[src/verilog/iswc_pkg.sv]
// iswc_pkg: constants and carrier types for the interrupt and sleep/wake
// control block; assumes a 40 MHz system clock.
package iswc_pkg;
  localparam int          NUM_SRC        = 15;
  localparam int          SRC_W          = 4;
  localparam int          GLOBAL_EN_BIT  = 7;
  localparam int          IDLE_BIT       = 0;
  localparam int          STOP_BIT       = 1;
  localparam int          DROPOUT_SRC    = 13;
  localparam int          DROPOUT_EN_BIT = 6;
  localparam logic [7:0]  ENABLE_RST     = 8'h00;
  localparam logic [7:0]  PRIO_RST       = 8'h00;
  localparam logic [15:0] RESET_VECTOR   = 16'h0000;
  localparam logic [15:0] VECTOR_BASE    = 16'h0003;
  localparam int          VECTOR_STEP    = 8;
  localparam int          DETECT_CYCLES  = 1;
  localparam int          CALL_CYCLES    = 4;
  localparam int          MIN_RESPONSE   = DETECT_CYCLES + CALL_CYCLES;
  localparam int          MAX_RESPONSE   = 18;
  localparam int          SYNC_STAGES    = 2;

  typedef struct packed {
    logic [7:0] irq_enable_reg;
    logic [7:0] ext_irq_enable_reg;
    logic [7:0] irq_priority_reg;
    logic [7:0] ext_irq_priority_reg;
  } iswc_cfg_type;

  typedef struct packed {
    logic        valid;
    logic [3:0]  src;
    logic        high;
    logic [15:0] vector;
  } iswc_call_type;
endpackage : iswc_pkg

[src/verilog/iswc_sync.sv]
// iswc_sync: two-flop synchroniser for a bus of pin levels.
// assumes the inputs are asynchronous to i_clk.
`timescale 1ns/1ps
module iswc_sync #(
  parameter int WIDTH = 16
) (
  // clock and reset
  input  wire logic             i_clk,
  input  wire logic             i_reset,
  // levels
  input  wire logic [WIDTH-1:0] i_async,
  output logic      [WIDTH-1:0] o_sync
);
  typedef struct packed {
    logic [WIDTH-1:0] meta;
    logic [WIDTH-1:0] sync;
  } iswc_sync_state_type;

  iswc_sync_state_type state_ff;
  iswc_sync_state_type nxt_state;

  if (WIDTH < 1) begin : g_bad_width
    $error("iswc_sync: WIDTH must be positive");
  end

  always_comb begin
    nxt_state      = state_ff;
    nxt_state.meta = i_async;
    nxt_state.sync = state_ff.meta;
  end

  always_ff @(posedge i_clk or posedge i_reset) begin
    if (i_reset) begin
      state_ff <= '0;
    end else begin
      state_ff <= nxt_state;
    end
  end

  assign o_sync = state_ff.sync;
endmodule : iswc_sync

[src/verilog/iswc_top.sv]
// iswc_top: interrupt arbitration, vectoring and idle/stop control.
// assumes a core sequencer that flags instruction boundaries and returns,
// and peripherals whose event pulses arrive on the system clock.
`timescale 1ns/1ps
// Function
// source event sets pending flag regardless enable
// enabled pending source requests vectored long call
// global enable gates all; flags stay pending
// selected flags auto-clear on vectoring
// still-pending flag after return re-requests
// software-set flag behaves like hardware event
// fifteen sources, own vector, enable, priority
// high preempts low; high never preempted
// priorities reset low, change by bit
// higher level first; ties by fixed order
// sampled every clock; minimum five cycle response
// one instruction after return before call
// latency at most eighteen cycles uncontested
// equal-or-higher active routine blocks new request
// idle bit halts execution, keeps state
// enabled interrupt clears idle and resumes
// reset ending idle restarts at zero
// watchdog reset ends idle when enabled
// stop bit halts clock; only reset ends
// software disables clock detector before long stop
// dropout requests interrupt without pending flag
// dropout status clears when condition ends
// extended enable resets to all zeros
// one call per instruction boundary only
module iswc_top
  import iswc_pkg::*;
#(
  parameter logic [NUM_SRC-1:0] AUTO_CLEAR = 15'h0005
) (
  // clock and reset
  input  wire logic                   i_clk,
  input  wire logic                   i_reset,
  // configuration written by the core
  input  wire iswc_pkg::iswc_cfg_type i_cfg,
  input  wire logic                   i_cfg_we,
  // pending flags
  input  wire logic [NUM_SRC-1:0]     i_src_event,
  input  wire logic [NUM_SRC-1:0]     i_sw_set,
  input  wire logic [NUM_SRC-1:0]     i_sw_clear,
  // regulator dropout level, asynchronous
  input  wire logic                   i_dropout_raw,
  // core sequencer handshake
  input  wire logic                   i_insn_boundary,
  input  wire logic                   i_reti_done,
  // power control writes
  input  wire logic                   i_idle_set,
  input  wire logic                   i_stop_set,
  // outputs to the core
  output iswc_pkg::iswc_call_type     o_call,
  output logic [NUM_SRC-1:0]          o_pending,
  output logic                        o_idle,
  output logic                        o_stop,
  output logic                        o_dropout_status,
  output logic [1:0]                  o_active_level
);
  import iswc_pkg::*;

  typedef struct packed {
    iswc_cfg_type       cfg;
    logic [NUM_SRC-1:0] pend;
    logic               act_low;
    logic               act_high;
    logic               hold;
    logic               idle;
    logic               stop;
    logic               dropout;
    iswc_call_type      call;
  } iswc_state_type;

  iswc_state_type state_ff;
  iswc_state_type nxt_state;
  logic           drop_sync;

  if (NUM_SRC != 15 || AUTO_CLEAR[DROPOUT_SRC]) begin : g_bad_cfg
    $error("iswc_top: 15 sources, dropout has no flag to clear");
  end

  iswc_sync #(
    .WIDTH (1)
  ) u_drop_sync (
    .i_clk   (i_clk),
    .i_reset (i_reset),
    .i_async (i_dropout_raw),
    .o_sync  (drop_sync)
  );

  // vector address of a source: base plus fixed stride
  function automatic logic [15:0] vec_of(input logic [3:0] s);
    vec_of = VECTOR_BASE + 16'(16'(s) * 16'(VECTOR_STEP));
  endfunction : vec_of

  // lowest index wins among the set bits
  function automatic logic [3:0] pick(input logic [NUM_SRC-1:0] m);
    pick = 4'h0;
    for (int i = NUM_SRC - 1; i >= 0; i--) begin
      if (m[i]) pick = 4'(i);
    end
  endfunction : pick

  logic [NUM_SRC-1:0] en_vec;
  logic [NUM_SRC-1:0] pr_vec;
  logic [NUM_SRC-1:0] req;
  logic [NUM_SRC-1:0] req_hi;
  logic [NUM_SRC-1:0] req_lo;
  logic               can_hi;
  logic               can_lo;

  // requests decoded every clock
  always_comb begin
    // fifteen enables and priorities
    en_vec = {state_ff.cfg.ext_irq_enable_reg,
              state_ff.cfg.irq_enable_reg[6:0]};
    pr_vec = {state_ff.cfg.ext_irq_priority_reg,
              state_ff.cfg.irq_priority_reg[6:0]};
    // global enable gate
    // dropout level stands in for a flag
    req = (state_ff.pend | (NUM_SRC'(state_ff.dropout) << DROPOUT_SRC))
          & en_vec
          & {NUM_SRC{state_ff.cfg.irq_enable_reg[GLOBAL_EN_BIT]}};
    req_hi = req & pr_vec;
    req_lo = req & ~pr_vec;
    // preemption by level
    // equal level waits for return
    can_hi = !state_ff.act_high;
    can_lo = !state_ff.act_high && !state_ff.act_low;
  end

  always_comb begin
    nxt_state = state_ff;
    nxt_state.call = '0;
    if (i_cfg_we) begin
      // priority changes only by its bit
      nxt_state.cfg = i_cfg;
    end
    // status follows the dropout condition
    nxt_state.dropout = drop_sync;
    // one instruction after return
    if (i_reti_done) begin
      nxt_state.hold = 1'b1;
      if (state_ff.act_high) nxt_state.act_high = 1'b0;
      else nxt_state.act_low = 1'b0;
    end else if (i_insn_boundary) begin
      nxt_state.hold = 1'b0;
    end
    // idle entry
    if (i_idle_set) nxt_state.idle = 1'b1;
    // stop entry, left only by reset
    if (i_stop_set) nxt_state.stop = 1'b1;
    // enabled request ends idle
    if (state_ff.idle && |req) nxt_state.idle = 1'b0;
    // one call per boundary
    // decided in the detect cycle
    // high level first, then fixed order
    if (i_insn_boundary && !state_ff.hold && !state_ff.stop
        && !i_reti_done) begin
      if (|req_hi && can_hi) begin
        nxt_state.call.valid = 1'b1;
        nxt_state.call.src   = pick(req_hi);
        nxt_state.call.high  = 1'b1;
        nxt_state.act_high   = 1'b1;
      end else if (|req_lo && can_lo) begin
        nxt_state.call.valid = 1'b1;
        nxt_state.call.src   = pick(req_lo);
        nxt_state.call.high  = 1'b0;
        nxt_state.act_low    = 1'b1;
      end
      // fixed vector per source
      nxt_state.call.vector = vec_of(nxt_state.call.src);
    end
    // selected flags clear on vectoring
    // others stay set and re-request
    if (nxt_state.call.valid && AUTO_CLEAR[nxt_state.call.src]) begin
      nxt_state.pend[nxt_state.call.src] = 1'b0;
    end
    nxt_state.pend = nxt_state.pend & ~i_sw_clear;
    // event sets, winning over a clear
    // software set acts the same
    nxt_state.pend = nxt_state.pend | i_src_event | i_sw_set;
    nxt_state.pend[DROPOUT_SRC] = 1'b0;
  end

  always_ff @(posedge i_clk or posedge i_reset) begin
    // reset restarts; watchdog reset lands here
    // enables reset to zero
    if (i_reset) begin
      state_ff <= '0;
    end else begin
      state_ff <= nxt_state;
    end
  end

  assign o_call           = state_ff.call;
  assign o_pending        = state_ff.pend;
  assign o_idle           = state_ff.idle;
  assign o_stop           = state_ff.stop;
  assign o_dropout_status = state_ff.dropout;
  assign o_active_level   = {state_ff.act_high, state_ff.act_low};

  // pending set on event
  pend_set_a: assert property (
    @(posedge i_clk) disable iff (i_reset)
    (i_src_event[0]) |=> o_pending[0])
    else $error("event did not set pending flag");

  call_gated_a: assert property (
    @(posedge i_clk) disable iff (i_reset)
    o_call.valid |-> $past(state_ff.cfg.irq_enable_reg[GLOBAL_EN_BIT]))
    else $error("call while globally disabled");

  high_nopre_a: assert property (
    @(posedge i_clk) disable iff (i_reset)
    ($past(state_ff.act_high) && !$past(i_reti_done)) |-> !o_call.valid)
    else $error("high routine preempted");

  call_vector_a: assert property (
    @(posedge i_clk) disable iff (i_reset)
    o_call.valid |-> o_call.vector == vec_of(o_call.src))
    else $error("wrong vector");

  reti_hold_a: assert property (
    @(posedge i_clk) disable iff (i_reset)
    i_reti_done |=> !o_call.valid)
    else $error("call right after return");

  stop_sticky_a: assert property (
    @(posedge i_clk) disable iff (i_reset)
    o_stop |=> o_stop)
    else $error("stop left without reset");

  drop_flagless_a: assert property (
    @(posedge i_clk) disable iff (i_reset)
    !o_pending[DROPOUT_SRC])
    else $error("dropout has a pending flag");

  boundary_only_a: assert property (
    @(posedge i_clk) disable iff (i_reset)
    o_call.valid |-> $past(i_insn_boundary))
    else $error("call off boundary");

  idle_wake_a: assert property (
    @(posedge i_clk) disable iff (i_reset)
    (o_idle && |req && !i_idle_set) |=> !o_idle)
    else $error("idle not ended by request");

  pend_keep_a: assert property (
    @(posedge i_clk) disable iff (i_reset)
    (o_pending[1] && !i_sw_clear[1] && !AUTO_CLEAR[1]) |=> o_pending[1])
    else $error("flag dropped without a clear");

  auto_clear_a: assert property (
    @(posedge i_clk) disable iff (i_reset)
    (o_call.valid && o_call.src == 4'h2 && AUTO_CLEAR[2]
     && !$past(i_src_event[2]) && !$past(i_sw_set[2])) |-> !o_pending[2])
    else $error("flag not cleared on vectoring");

  sw_set_a: assert property (
    @(posedge i_clk) disable iff (i_reset)
    i_sw_set[0] |=> o_pending[0])
    else $error("software set did not raise flag");

  cfg_stable_a: assert property (
    @(posedge i_clk) disable iff (i_reset)
    !i_cfg_we |=> $stable(state_ff.cfg))
    else $error("configuration changed without a write");

  high_first_a: assert property (
    @(posedge i_clk) disable iff (i_reset)
    (o_call.valid && !o_call.high) |-> $past(req_hi == '0 || !can_hi))
    else $error("low call taken over a high request");

  stop_nocall_a: assert property (
    @(posedge i_clk) disable iff (i_reset)
    $past(o_stop) |-> !o_call.valid)
    else $error("call while stopped");

  idle_entry_a: assert property (
    @(posedge i_clk) disable iff (i_reset)
    (i_idle_set && !o_idle) |=> o_idle)
    else $error("idle not entered");

  drop_status_a: assert property (
    @(posedge i_clk) disable iff (i_reset)
    !drop_sync |=> !o_dropout_status)
    else $error("dropout status stuck after condition ended");

  ext_en_rst_a: assert property (
    @(posedge i_clk)
    i_reset |=> state_ff.cfg.ext_irq_enable_reg == 8'h00)
    else $error("extended enables not cleared by reset");

  reti_release_a: assert property (
    @(posedge i_clk) disable iff (i_reset)
    (i_reti_done && o_active_level[1]) |=> !o_active_level[1])
    else $error("return did not release high level");

  src_range_a: assert property (
    @(posedge i_clk) disable iff (i_reset)
    o_call.valid |-> o_call.src < 4'(NUM_SRC))
    else $error("call to a source out of range");

  hold_block_a: assert property (
    @(posedge i_clk) disable iff (i_reset)
    (state_ff.hold && i_insn_boundary) |=> !o_call.valid)
    else $error("call on the boundary right after return");
endmodule : iswc_top

[config.mk]
export PLATFORM = sky130hd
export DESIGN_NAME = iswc_top
export DESIGN_NICKNAME = d
export VERILOG_FILES = /design/src/verilog/iswc_pkg.sv /design/src/verilog/iswc_sync.sv /design/src/verilog/iswc_top.sv
export SDC_FILE = /design/constraint.sdc
export NUM_CORES = 1
export LEC_CHECK = 0
export ABC_AREA = 1
export BUFFER_PORTS_ARGS = -buffer_cell sky130_fd_sc_hd__buf_2
export CAP_MARGIN = 25
export CELL_PAD_IN_SITES_DETAIL_PLACEMENT = 0
export CELL_PAD_IN_SITES_GLOBAL_PLACEMENT = 2
export CORE_MARGIN = 3
export CORE_UTILIZATION = 29
export CTS_CLUSTER_DIAMETER = 120
export CTS_CLUSTER_SIZE = 25
export DETAILED_ROUTE_END_ITERATION = 10
export GPL_TIMING_DRIVEN = 0
export PLACE_DENSITY = 0.93
export SLEW_MARGIN = 20
export SYNTH_ARGS = -nofsm -noshare
export SYNTH_HDL_FRONTEND = slang
export SYNTH_SLANG_ARGS = --single-unit
[constraint.sdc]
create_clock -name i_clk -period 4.56 [get_ports i_clk]
set_clock_uncertainty 0.2 [all_clocks]
set_input_delay 0.912 -clock i_clk [delete_from_list [all_inputs] [get_ports i_clk]]
set_output_delay 0.912 -clock i_clk [all_outputs]
set_load 0.02 [all_outputs]
==> impl_results.md <==
* Cell with the most instances after synthesis: nand2_1
* Via/cell ratio at 4.115
* Synth Register Bits at 60
* Nets at 620
* Peak supply drop at 0.1576 mV
* Die H at 112.3 um
* Cts hold-fix bufs at 0
* Top FF cell, synth: dfrtp_1
* Yosys top cell by area: dfrtp_1
* Row count at 38
* Routed via count at 2,790
* Max Cap Viol at 0
* Outcome: complete, no violations
* Fill cells at 1,170
* Total track usage at 12.67%
* Commonest cells post-synth: 81 x nand2_1, 62 x inv_1, 60 x dfrtp_1, 54 x nor2_1, 39 x buf_4
* Max Slew Vio Count at 0
* Setup CP Type: register to register
* Post-CTS Setup Inserts at 0
* YS warnings at 0
* Die Span X at 112.3 um
* GRT Residual Overflow at 0
* Post-synth EDFFs at 0
* Setup TNS at 0 ns
* Final setup vio count at 0
* Arr. time, crit path at 2.32 ns
* Final Routed Wirelength at 7.819 mm
* Post-Place Cells at 664
* Slew @ Worst Pin at 0.6773 ns
* P_int at 1.049 mW
* Initial Util at 29.95%
* Asr flop ratio synth at 100.0%
* Switching share of total power at 27.14%
* Peak Freq at 433.0 MHz
* CTS Buf Count at 9
* Syn-to-layout area delta at 31.86%
* Final non-filler cell total at 678
* CTS Buffer Depth at 2
* Power share of the clock group at 41.0%
* First-pass GRT wire length at 12.57 mm
* Port bufs at 110
* Critical path data required time at 4.57 ns
* Pin count of the biggest net entering global routing at 34
* H-tree depth at 3
* Unrepaired setup endpoints after global routing: no
* Fin crit period at 2.310 ns
* Min-Delay Path Class: register to register
* Syn Inst Count at 403
* CTS sink cnt at 60
* Root buffer cell: clkbuf_16
* Number of global-route vias before repair at 2,704
* Sw Pwr at 390.8 uW
* Avg Synthesized Cell Area at 8.128 sq um
* Power per cell area at 333.4 mW/mm^2
* DR iter-0 viols at 85
* Core Area at 0.01094 sq mm
* Library cells used by synthesis at 34
* Leakage power at 2.383 nW
* Layout cells sized above 1 at 37.36%
* Slew headroom at 54.85%
* Total power at 1.440 mW
* Fin crit share at 50.65%
* Critical path fanouts, max at 10
* CTS clk-pin slew, worst paths at 0.05 ns
* Sequential share of power at 41.0%
* Post-route ant nets at 0
* DRC at 0
* # diodes at 0
* Hold violation total from the final report at 0
* Initial antenna violation count at 0
* Die area at 0.01261 sq mm
* Detail Placement HPWL at 6.375 mm
* Endpoint class of the critical path: register
* Comb pwr share at 18.0%
* Io pins at 127
* Mapped Area at 0.003276 sq mm
* WL per Instance at 11.53 um
* Sequential area share after synthesis at 45.84%
* Worst-Skew Late Latency at 0.32 ns
* Startpoint types: register
* Routability congestion estimate at 0.8008
* Area share of the largest cell type after synthesis at 45.84%
* Synth top area cells: dfrtp_1 46%, nand2_1 9.3%, buf_4 8.9%, inv_1 7.1%, nor2_1 6.2%
* Post-cts repair resize count at 0
* TritonCTS clock tree: built
* Drt pass-1 iters at 4
==> routing by layer <==
layer  up-vias  GRT usage [%]  wire [um]
met1      1232          15.60       3460
li1       1475              -          -
met2        77          21.06       3781
met5         -              0          0
met3         6          3.666        494
met4         0          4.808         82
==> power groups by stage <==
stage / Sequential [mW] / Clock [mW] / Combinational, mW
finish: 0.591 / 0.590 / 0.259
detailed placement: 0.600 / 0 / 0.264
global route: 0.594 / 0.641 / 0.297
global placement: 0.598 / 0 / 0.257
floorplan: 0.596 / 0 / 0.179
CTS: 0.591 / 0.615 / 0.265
==> registers in the layout, summed over array words and instances (netlist names) <==
signal,cells
o_stop,1
u_drop_sync.o_sync,1
u_drop_sync.nxt_state,1
o_idle,1
o_dropout_status,1
en_vec,15
state_ff,2
o_pending,14
o_active_level,2
o_call,7
pr_vec,15
==> placed cells by master (no fill, tap or decap), drive strengths merged <==
| cell | netlist | layout |
|---|---|---|
| o211ai | 1 | 1 |
| nand4 | 7 | 7 |
| nor3 | 3 | 3 |
| o21bai | 1 | 1 |
| a31oi | 2 | 2 |
| nand2 | 85 | 85 |
| clkinv | 0 | 3 |
| nor2 | 58 | 58 |
| o21ai | 40 | 40 |
| or4 | 1 | 1 |
| buf | 42 | 153 |
| a21oi | 1 | 1 |
| a21boi | 1 | 1 |
| nor4 | 1 | 1 |
| clkbuf | 4 | 15 |
| o41ai | 1 | 1 |
| dfrtp | 60 | 60 |
| or2 | 2 | 2 |
| inv | 63 | 63 |
| mux2 | 13 | 13 |
| o2111ai | 1 | 1 |
| conb | 1 | 11 |
| nand3 | 15 | 15 |
==> worst max-delay path, stage by stage, from the launching register on <==
cell and delay [ns]:
dfrtp_1 0.37, buf_6 0.15, nand3_1 0.14, nor2_1 0.08, nor2_1 0.18, nand2_1 0.08
o21ai_1 0.21, nand2_2 0.10, inv_1 0.09, o21ai_0 0.08, nand3_1 0.10, nand2_1 0.07
nor2_2 0.10, nand4_1 0.12, nand2_1 0.07, nand2_1 0.05
==> through the flow <==
stage	worst slack [ns]	instance area, sq um	util [%]	hold slack [ns]
3_5_place_dp	2.027	4061	37.14	0.1418
6_report	2.250	4319	39.50	0.1541
5_1_grt	1.933	4319	39.50	0.1594
2_1_floorplan	1.963	3313	-	0.1312
4_1_cts	2.206	4319	39.50	0.1586
3_3_place_gp	1.085	4039	36.93	0.1321
==> path summary, 6_finish.rpt <==
check | end | cells past startpoint | slack [ns] | start
max in group asynchronous | o_pending[7] | 3 | 3.29 | i_reset
min in group asynchronous | o_stop | 2 | 0.37 | i_reset
hold reg to reg | u_drop_sync.o_sync | 0 | 0.15 | u_drop_sync.nxt_state[0]
hold / removal | u_drop_sync.o_sync | 0 | 0.15 | u_drop_sync.nxt_state[0]
setup / recovery | o_pending[0] | 15 | 2.25 | state_ff[74]
setup reg to reg | o_pending[0] | 15 | 2.25 | state_ff[74]
==> layout make-up <==
type                            count  area, sq um  area share [%]
Clock inverter                      3        15.01          0.3476
Tap cell                          140        175.2           4.056
Inverter                           63        239.0           5.533
Timing Repair Buffer              111        570.5           13.21
Clock buffer                       11        242.7           5.620
Sequential cell                    60         1501           34.76
Buffer                             46        342.8           7.937
Multi-Input combinational cell    244         1232           28.53
==> kinds of logic after synthesis <==
family                 after synthesis  synth area share, %
AO/OA/AOI/OAI                       48                8.442
multiplexers                        13                4.469
buffers and inverters              109                17.68
flip-flops                          60                45.84
other                                1               0.1145
AND/OR/NAND/NOR                    172                23.45
Note: power is estimated with default switching activity, not from simulation.
